`config.mk`:
```
export PLATFORM = sky130hd
export DESIGN_NAME = deep_ctrl
export DESIGN_NICKNAME = d
export VERILOG_FILES = /design/src/rtl/deep_pkg.sv /design/src/rtl/deep_ctrl.sv
export SDC_FILE = /design/constraint.sdc
export NUM_CORES = 2
export LEC_CHECK = 0
export ABC_CLOCK_PERIOD_IN_PS = 9700
export BUFFER_PORTS_ARGS = -buffer_cell sky130_fd_sc_hd__buf_4
export CORE_MARGIN = 8
export CORE_UTILIZATION = 38
export CTS_CLUSTER_DIAMETER = 80
export DETAILED_ROUTE_END_ITERATION = 8
export GPL_TIMING_DRIVEN = 0
export HOLD_SLACK_MARGIN = 0.08
export MAX_ROUTING_LAYER = met4
export PLACE_DENSITY = 0.54
export REMOVE_ABC_BUFFERS = 1
export SETUP_SLACK_MARGIN = 0.2
export SYNTH_ARGS = -nofsm -noshare
export SYNTH_HDL_FRONTEND = slang
export SYNTH_SLANG_ARGS = --single-unit
```
`constraint.sdc`:
```
create_clock -name CORE_CLK_I -period 9.7 [get_ports CORE_CLK_I]
set_clock_uncertainty 0.2 [all_clocks]
set_input_delay 1.455 -clock CORE_CLK_I [delete_from_list [all_inputs] [get_ports CORE_CLK_I]]
set_output_delay 1.455 -clock CORE_CLK_I [all_outputs]
set_load 0.005 [all_outputs]
```
`src/rtl/deep_pkg.sv`:
```
package deep_pkg;
  // ---------------------------------------------------------------
  // register map
  // ---------------------------------------------------------------
  localparam logic [15:0] CTRL_STATUS_ADDR = 16'h0030;
  localparam logic [7:0] CTRL_STATUS_RST = 8'h00;
  localparam int PROGRAM_BIT = 0;
  localparam int LATCH_BIT = 1;
  // ---------------------------------------------------------------
  // eeprom window and latches
  // ---------------------------------------------------------------
  localparam logic [15:0] EE_BASE = 16'h1000;
  localparam int EE_ADDR_W = 7;
  localparam int EE_DEPTH = 128;
  localparam int LATCH_N = 32;
  localparam int COL_W = 5;
  localparam int ROW_W = 2;
  localparam logic [7:0] ERASED_BYTE = 8'hff;
  // ---------------------------------------------------------------
  // timing
  // ---------------------------------------------------------------
  localparam int CLK_MHZ = 50;
  localparam int PROG_TIME_US = 5000;
  localparam int PROG_CYCLES = PROG_TIME_US * CLK_MHZ;
  localparam int CNT_W = 20;
endpackage

```
`src/rtl/deep_ctrl.sv`:
```
// Added by the designer: the plain strobed port.
`timescale 1ns/1ns
`default_nettype none
// Notes on behaviour
// RULE1 - latch mode clear: eeprom area reads return array bytes.
// RULE2 - master sets latch mode with program bit clear before loading.
// RULE3 - latch-mode writes land in one of 32 latches by low address.
// RULE4 - program bit set: latched bytes programmed into row of last write.
// RULE5 - master keeps row constant between programs; only five low bits vary.
// RULE6 - end of programming clears program and latch bits together.
// RULE7 - latches clear only at program end or latch fall; rewrites AND.
// RULE8 - latch contents are never readable.
// RULE9 - wait request: enter wait now if idle, else after cycle ends.
// RULE10 - halt request stops at once, abandoning programming.
// RULE11 - eeprom read in latch mode leaves data bus undriven.
// RULE12 - eeprom write outside latch mode ignored, no latch changes.
// RULE13 - reset aborts programming; controller returns cleanly to reset state.
// RULE14 - read-out protection blocks external reads and any rewrite.
// RULE15 - removing protection first erases program memory and whole eeprom.
// RULE16 - upper six control bits read zero, writes ignored.
// RULE17 - software clears latch mode only while program bit clear.
// RULE18 - program bit reads 1 for whole cycle, else 0.
// RULE19 - software clearing program bit aborts programming.
// RULE20 - cycle length timed internally.
// RULE21 - control/status at 0x0030, resets to zero.
// RULE22 - cycle duration is a parameterised counter raising completion.
// RULE23 - latch mode falling is one-cycle clear of latches and valids.
module deep_ctrl #(
  parameter logic [19:0] PROG_CYCLES = 20'(deep_pkg::PROG_CYCLES)
) (
  input wire logic CORE_CLK_I,
  input wire logic RST_I,
  input wire logic [15:0] ADDR_I,
  input wire logic [7:0] WDATA_I,
  input wire logic WR_I,
  input wire logic RD_I,
  input wire logic EXT_READ_I,
  input wire logic PROTECT_I,
  input wire logic UNPROTECT_REQ_I,
  input wire logic WAIT_REQ_I,
  input wire logic HALT_REQ_I,
  output logic [7:0] RDATA_O,
  output logic RDATA_OE_O,
  output logic PUMP_ON_O,
  output logic WAIT_O,
  output logic HALTED_O,
  output logic PROG_ERASE_O
);
  typedef enum logic [2:0] {
    ST_IDLE = 3'b001,
    ST_PROG = 3'b010,
    ST_ERASE = 3'b100
  } deep_state_e;

  deep_state_e state_ff;
  deep_state_e nxt_state;
  logic latch_mode_flag_ff;
  logic program_flag_ff;
  logic [7:0] latch_ff [deep_pkg::LATCH_N];
  logic [deep_pkg::LATCH_N-1:0] valid_ff;
  logic [deep_pkg::ROW_W-1:0] row_ff;
  logic [19:0] cnt_ff;
  logic [7:0] array_ff [deep_pkg::EE_DEPTH];
  logic [deep_pkg::EE_ADDR_W-1:0] erase_ptr_ff;
  logic wait_ff;
  logic erase_done_ff;
  logic halt_s1_ff;
  logic halt_ff;
  logic wait_s1_ff;
  logic wait_s2_ff;
  logic unp_s1_ff;
  logic unp_s2_ff;
  logic [7:0] rdata_ff;
  logic rd_oe_ff;

  function automatic logic in_ee(input logic [15:0] a);
    in_ee = (a >= deep_pkg::EE_BASE) &&
            (a < deep_pkg::EE_BASE + 16'(deep_pkg::EE_DEPTH));
  endfunction

  // column picks the latch, row the cell row it will land in
  function automatic logic [deep_pkg::COL_W-1:0] col_of(
    input logic [deep_pkg::EE_ADDR_W-1:0] o
  );
    col_of = o[deep_pkg::COL_W-1:0];
  endfunction

  function automatic logic [deep_pkg::ROW_W-1:0] row_of(
    input logic [deep_pkg::EE_ADDR_W-1:0] o
  );
    row_of = o[deep_pkg::EE_ADDR_W-1:deep_pkg::COL_W];
  endfunction

  // ---------------------------------------------------------------
  // address decode and strobe qualification
  // ---------------------------------------------------------------
  logic ee_hit;
  logic csr_hit;
  logic csr_wr;
  logic ee_wr;
  logic prog_done;
  logic sw_abort;
  logic latch_fall;
  logic clr_latches;
  logic halt_abort;
  logic prog_go;
  logic erase_go;
  logic rd_csr;
  logic rd_array;
  logic [deep_pkg::EE_ADDR_W-1:0] ee_off;
  assign ee_hit = in_ee(ADDR_I);
  assign ee_off = deep_pkg::EE_ADDR_W'(ADDR_I - deep_pkg::EE_BASE);
  // RULE21 fixed address
  assign csr_hit = (ADDR_I == deep_pkg::CTRL_STATUS_ADDR);
  assign csr_wr = WR_I && csr_hit && !halt_ff;
  // RULE12 RULE14 writes gated
  assign ee_wr = WR_I && ee_hit && latch_mode_flag_ff && !program_flag_ff &&
                 !PROTECT_I && !halt_ff;
  // RULE20 RULE22 internal timer expiry
  assign prog_done = (state_ff == ST_PROG) && (cnt_ff == PROG_CYCLES - 20'd1);
  // RULE19 software abort
  assign sw_abort = (state_ff == ST_PROG) && csr_wr && !WDATA_I[deep_pkg::PROGRAM_BIT];
  // RULE10 halt abandons
  assign halt_abort = halt_ff && (state_ff == ST_PROG);
  // RULE17 latch clear only when idle
  assign latch_fall = csr_wr && latch_mode_flag_ff && !program_flag_ff && !prog_go &&
                      !WDATA_I[deep_pkg::LATCH_BIT];
  // RULE7 RULE23 clear sources
  assign clr_latches = prog_done || latch_fall;
  // RULE15 one sweep per removal request
  assign erase_go = (state_ff == ST_IDLE) && unp_s2_ff && PROTECT_I && !halt_ff &&
                    !erase_done_ff;
  // a write of the program bit alone must not count as a latch-mode fall
  assign prog_go = (state_ff == ST_IDLE) && !erase_go && csr_wr &&
                   WDATA_I[deep_pkg::PROGRAM_BIT] && latch_mode_flag_ff && !PROTECT_I &&
                   !wait_ff;
  assign rd_csr = RD_I && csr_hit;
  assign rd_array = RD_I && ee_hit && !latch_mode_flag_ff && !(PROTECT_I && EXT_READ_I);

  // ---------------------------------------------------------------
  // synchronisers for pin-level requests
  // ---------------------------------------------------------------
  // halt acts on the pump at once, so only the sync delay precedes it
  always_ff @(posedge CORE_CLK_I or posedge RST_I) begin
    if (RST_I) begin
      halt_s1_ff <= 1'b0;
      halt_ff <= 1'b0;
    end else begin
      halt_s1_ff <= HALT_REQ_I;
      halt_ff <= halt_s1_ff;
    end
  end

  always_ff @(posedge CORE_CLK_I or posedge RST_I) begin
    if (RST_I) begin
      wait_s1_ff <= 1'b0;
      wait_s2_ff <= 1'b0;
    end else begin
      wait_s1_ff <= WAIT_REQ_I;
      wait_s2_ff <= wait_s1_ff;
    end
  end

  always_ff @(posedge CORE_CLK_I or posedge RST_I) begin
    if (RST_I) begin
      unp_s1_ff <= 1'b0;
      unp_s2_ff <= 1'b0;
    end else begin
      unp_s1_ff <= UNPROTECT_REQ_I;
      unp_s2_ff <= unp_s1_ff;
    end
  end

  // ---------------------------------------------------------------
  // sequencer
  // ---------------------------------------------------------------
  always_comb begin
    nxt_state = state_ff;
    case (state_ff)
      ST_IDLE: begin
        // RULE15 erase before unprotect
        if (erase_go) begin
          nxt_state = ST_ERASE;
        end else if (prog_go) begin
          nxt_state = ST_PROG;
        end
      end
      ST_PROG: begin
        if (prog_done || sw_abort || halt_ff) begin
          nxt_state = ST_IDLE;
        end
      end
      ST_ERASE: begin
        if (erase_ptr_ff == deep_pkg::EE_ADDR_W'(deep_pkg::EE_DEPTH - 1)) begin
          nxt_state = ST_IDLE;
        end
      end
      default: nxt_state = ST_IDLE;
    endcase
  end

  // RULE13 reset returns to idle
  always_ff @(posedge CORE_CLK_I or posedge RST_I) begin
    if (RST_I) begin
      state_ff <= ST_IDLE;
    end else begin
      state_ff <= nxt_state;
    end
  end

  // ---------------------------------------------------------------
  // programming timer
  // ---------------------------------------------------------------
  always_ff @(posedge CORE_CLK_I or posedge RST_I) begin
    if (RST_I) begin
      cnt_ff <= 20'd0;
    end else if (state_ff == ST_PROG) begin
      cnt_ff <= cnt_ff + 20'd1;
    end else begin
      cnt_ff <= 20'd0;
    end
  end

  // ---------------------------------------------------------------
  // control/status bits
  // ---------------------------------------------------------------
  // RULE19 abort drops bit
  always_ff @(posedge CORE_CLK_I or posedge RST_I) begin
    if (RST_I) begin
      program_flag_ff <= deep_pkg::CTRL_STATUS_RST[deep_pkg::PROGRAM_BIT];
    end else if (prog_done || sw_abort || halt_abort) begin
      program_flag_ff <= 1'b0;
    end else if (prog_go) begin
      // RULE18 high for whole cycle
      program_flag_ff <= 1'b1;
    end
  end

  always_ff @(posedge CORE_CLK_I or posedge RST_I) begin
    if (RST_I) begin
      latch_mode_flag_ff <= deep_pkg::CTRL_STATUS_RST[deep_pkg::LATCH_BIT];
    end else if (prog_done) begin
      // RULE6 both cleared together
      latch_mode_flag_ff <= 1'b0;
    end else if (csr_wr && !program_flag_ff && !prog_go) begin
      // RULE17 ignored while programming
      latch_mode_flag_ff <= WDATA_I[deep_pkg::LATCH_BIT];
    end
  end

  // ---------------------------------------------------------------
  // data latches; no read path exists for them
  // ---------------------------------------------------------------
  always_ff @(posedge CORE_CLK_I or posedge RST_I) begin
    if (RST_I) begin
      valid_ff <= '0;
    end else if (clr_latches) begin
      valid_ff <= '0;
    end else if (ee_wr) begin
      valid_ff[col_of(ee_off)] <= 1'b1;
    end
  end

  always_ff @(posedge CORE_CLK_I or posedge RST_I) begin
    if (RST_I) begin
      row_ff <= '0;
    end else if (ee_wr) begin
      // RULE4 row from last write
      row_ff <= row_of(ee_off);
    end
  end

  always_ff @(posedge CORE_CLK_I or posedge RST_I) begin
    if (RST_I) begin
      for (int i = 0; i < deep_pkg::LATCH_N; i++) begin
        latch_ff[i] <= deep_pkg::ERASED_BYTE;
      end
    end else if (clr_latches) begin
      for (int i = 0; i < deep_pkg::LATCH_N; i++) begin
        latch_ff[i] <= deep_pkg::ERASED_BYTE;
      end
    end else if (ee_wr) begin
      // RULE3 RULE7 store by column, AND over repeats
      latch_ff[col_of(ee_off)] <= latch_ff[col_of(ee_off)] & WDATA_I;
    end
  end

  // ---------------------------------------------------------------
  // cell array model: commit at timer expiry, erase sweep
  // ---------------------------------------------------------------
  always_ff @(posedge CORE_CLK_I or posedge RST_I) begin
    if (RST_I) begin
      erase_ptr_ff <= '0;
    end else if (state_ff == ST_ERASE) begin
      erase_ptr_ff <= erase_ptr_ff + deep_pkg::EE_ADDR_W'(1);
    end else begin
      erase_ptr_ff <= '0;
    end
  end

  // held until the request drops, so a long request erases only once
  always_ff @(posedge CORE_CLK_I or posedge RST_I) begin
    if (RST_I) begin
      erase_done_ff <= 1'b0;
    end else if (!unp_s2_ff) begin
      erase_done_ff <= 1'b0;
    end else if (state_ff == ST_ERASE) begin
      erase_done_ff <= 1'b1;
    end
  end

  // no reset: cell contents are nonvolatile and an aborted row stays as it was
  always_ff @(posedge CORE_CLK_I) begin
    if (state_ff == ST_ERASE) begin
      array_ff[erase_ptr_ff] <= deep_pkg::ERASED_BYTE;
    end else if (prog_done) begin
      // RULE4 commit valid latches
      for (int i = 0; i < deep_pkg::LATCH_N; i++) begin
        if (valid_ff[i]) begin
          array_ff[{row_ff, deep_pkg::COL_W'(i)}] <= latch_ff[i];
        end
      end
    end
  end

  // ---------------------------------------------------------------
  // low power
  // ---------------------------------------------------------------
  always_ff @(posedge CORE_CLK_I or posedge RST_I) begin
    if (RST_I) begin
      wait_ff <= 1'b0;
    end else if (!wait_s2_ff) begin
      wait_ff <= 1'b0;
    end else if (state_ff == ST_IDLE && nxt_state == ST_IDLE) begin
      // RULE9 wait only once idle
      // never on the edge that starts a program
      wait_ff <= 1'b1;
    end
  end

  // ---------------------------------------------------------------
  // register read port
  // ---------------------------------------------------------------
  always_ff @(posedge CORE_CLK_I or posedge RST_I) begin
    if (RST_I) begin
      rdata_ff <= 8'h00;
      rd_oe_ff <= 1'b0;
    end else begin
      rdata_ff <= 8'h00;
      rd_oe_ff <= 1'b0;
      if (rd_csr) begin
        // RULE16 upper bits zero
        rdata_ff <= {6'h00, latch_mode_flag_ff, program_flag_ff};
        rd_oe_ff <= 1'b1;
      end else if (rd_array) begin
        // RULE1 RULE8 RULE11 RULE14 array only, never latches
        rdata_ff <= array_ff[ee_off];
        rd_oe_ff <= 1'b1;
      end
    end
  end

  // ---------------------------------------------------------------
  // outputs
  // ---------------------------------------------------------------
  assign RDATA_O = rdata_ff;
  assign RDATA_OE_O = rd_oe_ff;
  // pump drops with the synced halt, a cycle before the state does
  assign PUMP_ON_O = (state_ff == ST_PROG) && !halt_ff;
  assign WAIT_O = wait_ff;
  assign HALTED_O = halt_ff;
  assign PROG_ERASE_O = (state_ff == ST_ERASE);
endmodule
`default_nettype wire

```
# ---- Word level (Yosys, flattened, before mapping)
# Memory sizes are Yosys's and may differ from the RTL's.
# Index checks and enable logic that the tools add are counted.
dict set report op_classes {
  mux 164
  bitwise_logic 3
  reduce_logical 56
  magnitude_cmp 6
  n_eq_ne 9
  addsub 3
}
# op n
set ops {}
lappend ops {{$mux 256} 2}
lappend ops {{$bwmux 256} 1}
lappend ops {{$mux 1} 142}
lappend ops {{$mux 32} 2}
lappend ops {{$mux 8} 6}
lappend ops {{$bmux 8 s5} 1}
lappend ops {{$demux 8 s5} 1}
lappend ops {{$logic_and 1x1->1} 37}
lappend ops {{$or 32x32->32} 1}
lappend ops {{$add 20x1->20 const B} 1}
lappend ops {{$eq 20x18->1 const B} 1}
lappend ops {{$mux 20} 1}
lappend ops {{$eq 16x6->1 const B} 1}
lappend ops {{$ge 16x13->1 const B} 1}
lappend ops {{$lt 16x13->1 const B} 1}
lappend ops {{$mux 7} 2}
lappend ops {{$mux 3} 4}
lappend ops {{$logic_not 1->1} 11}
lappend ops {{$pmux 3 s3} 1}
lappend ops {{$and 8x8->8} 1}
lappend ops {{$reduce_or 8->1} 1}
lappend ops {{$add 7x1->7 const B} 1}
lappend ops {{$eq 7x7->1 const B} 1}
lappend ops {{$sub 7x1->7 const B} 1}
lappend ops {{13 further kinds} 19}
dict set report word_totals {
  elab_cells 291
  input_bits 33
  reg_bits 339
  output_inout_bits 13
  ramBits 1024
  memories 1
}
# name words width rd rd_ports_with_merged_regs write_ports line_no
set mem_list {}
lappend mem_list {array_ff 128 8 1 0 32 deep_ctrl.sv:63} ;# logic [7:0] array_ff [deep_pkg::EE_DEPTH];

# ---- Logic depth before layout (Yosys ltp)
dict set report depth {
  depth_word 19
  depth_mapped 13
  mapped_depth_nobuf 7
}

# ---- Worst setup path after synthesis
# No wires, ideal clock.
dict set report synth_timing {
  path_type {input to register}
  from {in ADDR_I[0]}
  to {reg rdata_ff[3] (netlist: RDATA_O[3])}
  stages 12
  path_slack_ns 5.853
  setup_time_ns 0.126
  path_buffers 6
  required_time_ns 9.374
  arrival_ns 3.522
  cell_sequence {buf_4 > buf_6 > buf_8 > buf_8 > buf_8 > buf_2 > mux4_2 > a22oi_1 > nand3_1 > o211ai_1 > nand3_1 > o311a_1}
}
dict set report synth_via {
  elab_chain_cells 7
  word_cells_on_any_way 12
  cone_classes {add/sub: 1; order compare: 2; eq/ne: 1; mux: 2; reduce/logical: 5; memory: 1}
}
# element line_no
set synth_lines {}
lappend synth_lines {{from (decl)} deep_ctrl.sv:33} ;# input wire logic [15:0] ADDR_I,
lappend synth_lines {{parallel branches: the longest is 6 deep, another holds $mem_v2 128x8} -}
lappend synth_lines {{$mux 8 *} deep_ctrl.sv:351} ;# if (rd_csr) begin
lappend synth_lines {{to (signal assigned)} deep_ctrl.sv:353} ;# rdata_ff <= {6'h00, latch_mode_flag_ff, program_flag_ff};
lappend synth_lines {{to (signal assigned)} deep_ctrl.sv:357} ;# rdata_ff <= array_ff[ee_off];
lappend synth_lines {{to (decl)} deep_ctrl.sv:73} ;# logic [7:0] rdata_ff;
# Every way passes the cells marked *.
# A chain may end at the register's enable or synchronous reset.

# ---- Final worst setup path
dict set report layout_timing {
  from {in ADDR_I[2]}
  to {reg rdata_ff[1] (netlist: RDATA_O[1])}
}
# The elaborated chain is that of the path after synthesis.

==> impl_metrics.yaml <==
status:
  status: "finished, violations left"
  violations: "capacitance limit, slew limit"
floorplanning:
  die-area_sq_mm: 0.176
  die_w_um: 420
  core_sq_mm: 0.162
  rows: 148
  io_pins: 46
  die_h_um: 420
  start_util_pct: 38.2
final_layout:
  drive_above_1_share_pct: 20.1
  area_delta_synth_final_pct: 13.0
  fin_nets: 4802
  fin_util_pct: 43.1
  instances_no_fill: 7084
worst_setup_path:
  r2r_cells: 9
  slowest_delay_ns: 1.23
  end_kind: "flop"
  worstSetupPathDepth: 7
  r2r_start: "state_ff[2]$_DFF_PP0_"
  critPathBufInv: 1
  worst-endpoint-required_ns: 10.09
  crit_type: "in -> reg"
  endpoint: "RDATA_O[1]$_DFF_PP0_"
  r2r_end: "array_ff[94][2]$_SDFFCE_PN1P_"
  startpoint: "ADDR_I[2]"
  crit_family: "compound AO/OA/AOI/OAI gates"
  worstPathArrival_ns: 6.12
  worstPathCellList: "buf_4 -> nand4b_1 -> o32ai_1 -> a311o_1 -> a2111oi_0 -> o2111ai_1 -> a2bb2oi_1"
  start_kind: "input pin"
  slowest_stage: "a2111oi_0"
  r2r_setup_slack_ns: 4.20
  cp_max_fo: 68
clock_tree:
  clkLatencyLatePin_ns: 0.82
  postCtsHoldBufs: 0
  htreeDepth: 4
  cts_resized: 0
  cts_sinks: 1363
  cts_tree: "done"
  cts_setup_buffers: 0
  cts_made_buffers: 150
  root_buffer: "clkbuf_16"
  clock_path_buffers: 3
  clk_pin_slew_ns: 0.06
synthesis:
  synth.cell_area_sq_mm: 0.0619
  synth_edf_count: 1024
  synthArstFlopShare_pct: 24.9
  synthTopCellsByArea: "edfxtp_1, dfstp_2, mux4_2"
  synthFlopType: "edfxtp_1"
  yosysUniqueCellTypes: 82
  avgSynthCellArea_sq_um: 12.9
  yosys.area.top_type: "edfxtp_1"
  syn_inst: 4799
  ys_ff_latch: 1363
  ys_warn_count: 0
  synth_top_area_share_pct: 49.7
  seq_area_frac_synth_pct: 63.9
grt:
  antenna_found_initial: 10
  grt_use_total_pct: 27.1
  grt_max_degree: 119
  globalRouteOverflowTotal: 0
  grt_pass1_wl_um: 327000
  first_global_vias: 40600
drt:
  wl_per_cell_um: 33.4
  route.detailed.drc: 0
  wl_um: 237000
  firstDrtPassIters: 6
  drt_iter0_drc: 6454
  ant_nets: 0
  via_per_inst: 6.06
  vias: 42900
pwr:
  ir_drop_mv: 0.202
  powerDensity_mw_per_mm2: 176
  power_leakage_uw: 0.0242
sta:
  setup_viol: 0
  rsz0062_at_grt: "false"
  relSlewSlack_pct: -8.88
  min_period_ns: 5.72
  hold_slack_ns: 0.146
  post-route-period-util_pct: 59.0
  fmax_ghz: 0.175
  worst_pin_slew_ns: 1.59
  hold_violations: 0
  maxSlewViolCount: 7
placed_design:
  routabilityCongestion: 1.00
  dp_hpwl_um: 167000
  io_buffers: 45
  dp_cells: 6790
run:
  drv_cap: 3
min_path:
  hp-class: "reg -> reg"
## logic make-up (layout without fill, tap and decap cells)
group	count (synthesis)	in the layout	share of synthesized area, %
compound gates	795	795	8.31
simple gates	1845	1845	12.1
other cells	0	12	0
buf+inv	398	496	3.61
fa+ha+maj	2	2	0.0404
flops	1363	1363	63.9
xor+xnor	18	18	0.255
mux	378	378	11.7
## report_power, final
| part | switching [uW] | internal, uW | leakage, uW | total [uW] |
|---|---|---|---|---|
| combinational | 288 | 120 | 0.00609 | 408 |
| clock | 2480 | 3220 | 0.00234 | 5700 |
| sequential | 7.15 | 6220 | 0.0157 | 6230 |
| total | 2770 | 9560 | 0.0242 | 12300 |
## stage by stage
stage | cell area (sq um) | total power, uW | setup slack (ns) | setup TNS (ns)
floorplan | 59800 | 6490 | -9.00 | -4317.68
global placement | 62900 | 6740 | -23.21 | -
detailed placement | 65000 | 6750 | 3.12 | 0
CTS | 69900 | 12400 | 3.96 | 0
global route | 69900 | 12600 | 3.75 | 0
finish | 69900 | 12300 | 3.98 | 0
## worst min-delay path by stage
stage	slack, ns	endpoint	startpoint	cells after the start
final	0.15	unp_s2_ff$_DFF_PP0_	unp_s1_ff$_DFF_PP0_	0
after global placement	0.13	HALTED_O$_DFF_PP0_	halt_s1_ff$_DFF_PP0_	0
after detailed placement	0.14	unp_s2_ff$_DFF_PP0_	unp_s1_ff$_DFF_PP0_	0
after CTS	0.15	unp_s2_ff$_DFF_PP0_	unp_s1_ff$_DFF_PP0_	0
after global routing	0.15	wait_s2_ff$_DFF_PP0_	wait_s1_ff$_DFF_PP0_	0
after floorplan	0.13	HALTED_O$_DFF_PP0_	halt_s1_ff$_DFF_PP0_	0
## cell type report
class	instances	area (sq um)
fillers	15100	92300
flip-flops and latches	1363	39600
multi-input cells	3038	20300
clock buffers	220	4230
well taps	2175	2720
repair buffers	173	2300
clock inverters	62	619
inverters	41	164
diodes	12	30.0
## cell usage in the layout, fill, tap and decap left out, drive strengths merged, types with 14 or more instances in the layout
master,synthesis,routed
mux4,273,273
edfxtp,1024,1024
nor2,333,333
a2111oi,17,17
o21ai,213,213
clkbuf,82,220
o211ai,142,142
nand2b,15,15
nand2,1307,1307
o22ai,32,32
nor2b,29,29
dfstp,257,257
a21oi,184,184
nor4,14,14
clkinv,33,75
dfrtp,82,82
a22o,80,80
a22oi,31,31
mux2i,92,92
nand3,54,54
inv,8,15
nand4,17,17
buf,275,171
nor3,14,14
## Yosys cell counts (all sizes together) (13+ instances only)
| cell type | number |
|---|---|
| nor2b | 29 |
| nor4 | 14 |
| a22o | 80 |
| mux2 | 13 |
| nand4 | 17 |
| clkinv | 33 |
| nand2b | 15 |
| o211ai | 142 |
| mux2i | 92 |
| mux4 | 273 |
| edfxtp | 1024 |
| clkbuf | 82 |
| buf | 275 |
| nor3 | 14 |
| o21ai | 213 |
| nand2 | 1307 |
| dfstp | 257 |
| nand3 | 54 |
| a22oi | 31 |
| dfrtp | 82 |
| a2111oi | 17 |
| a21oi | 184 |
| nor2 | 333 |
| o22ai | 32 |
## registers in the layout, summed over array words and instances (netlist names), 2 cells and up
register / cells
array_ff: 1024
latch_ff: 256
valid_ff: 32
cnt_ff: 20
RDATA_O: 8
erase_ptr_ff: 7
state_ff: 3
row_ff: 2
## layer usage
metal  track usage (%)  vias up  routed length [um]
li1                  -    17700                   -
met4              13.4        0               14500
met5                 -        -                   0
met1              35.6    22200               92800
met2              39.8     2557              105000
met3              6.20      510               24100
(Power assumes the default switching activity.)
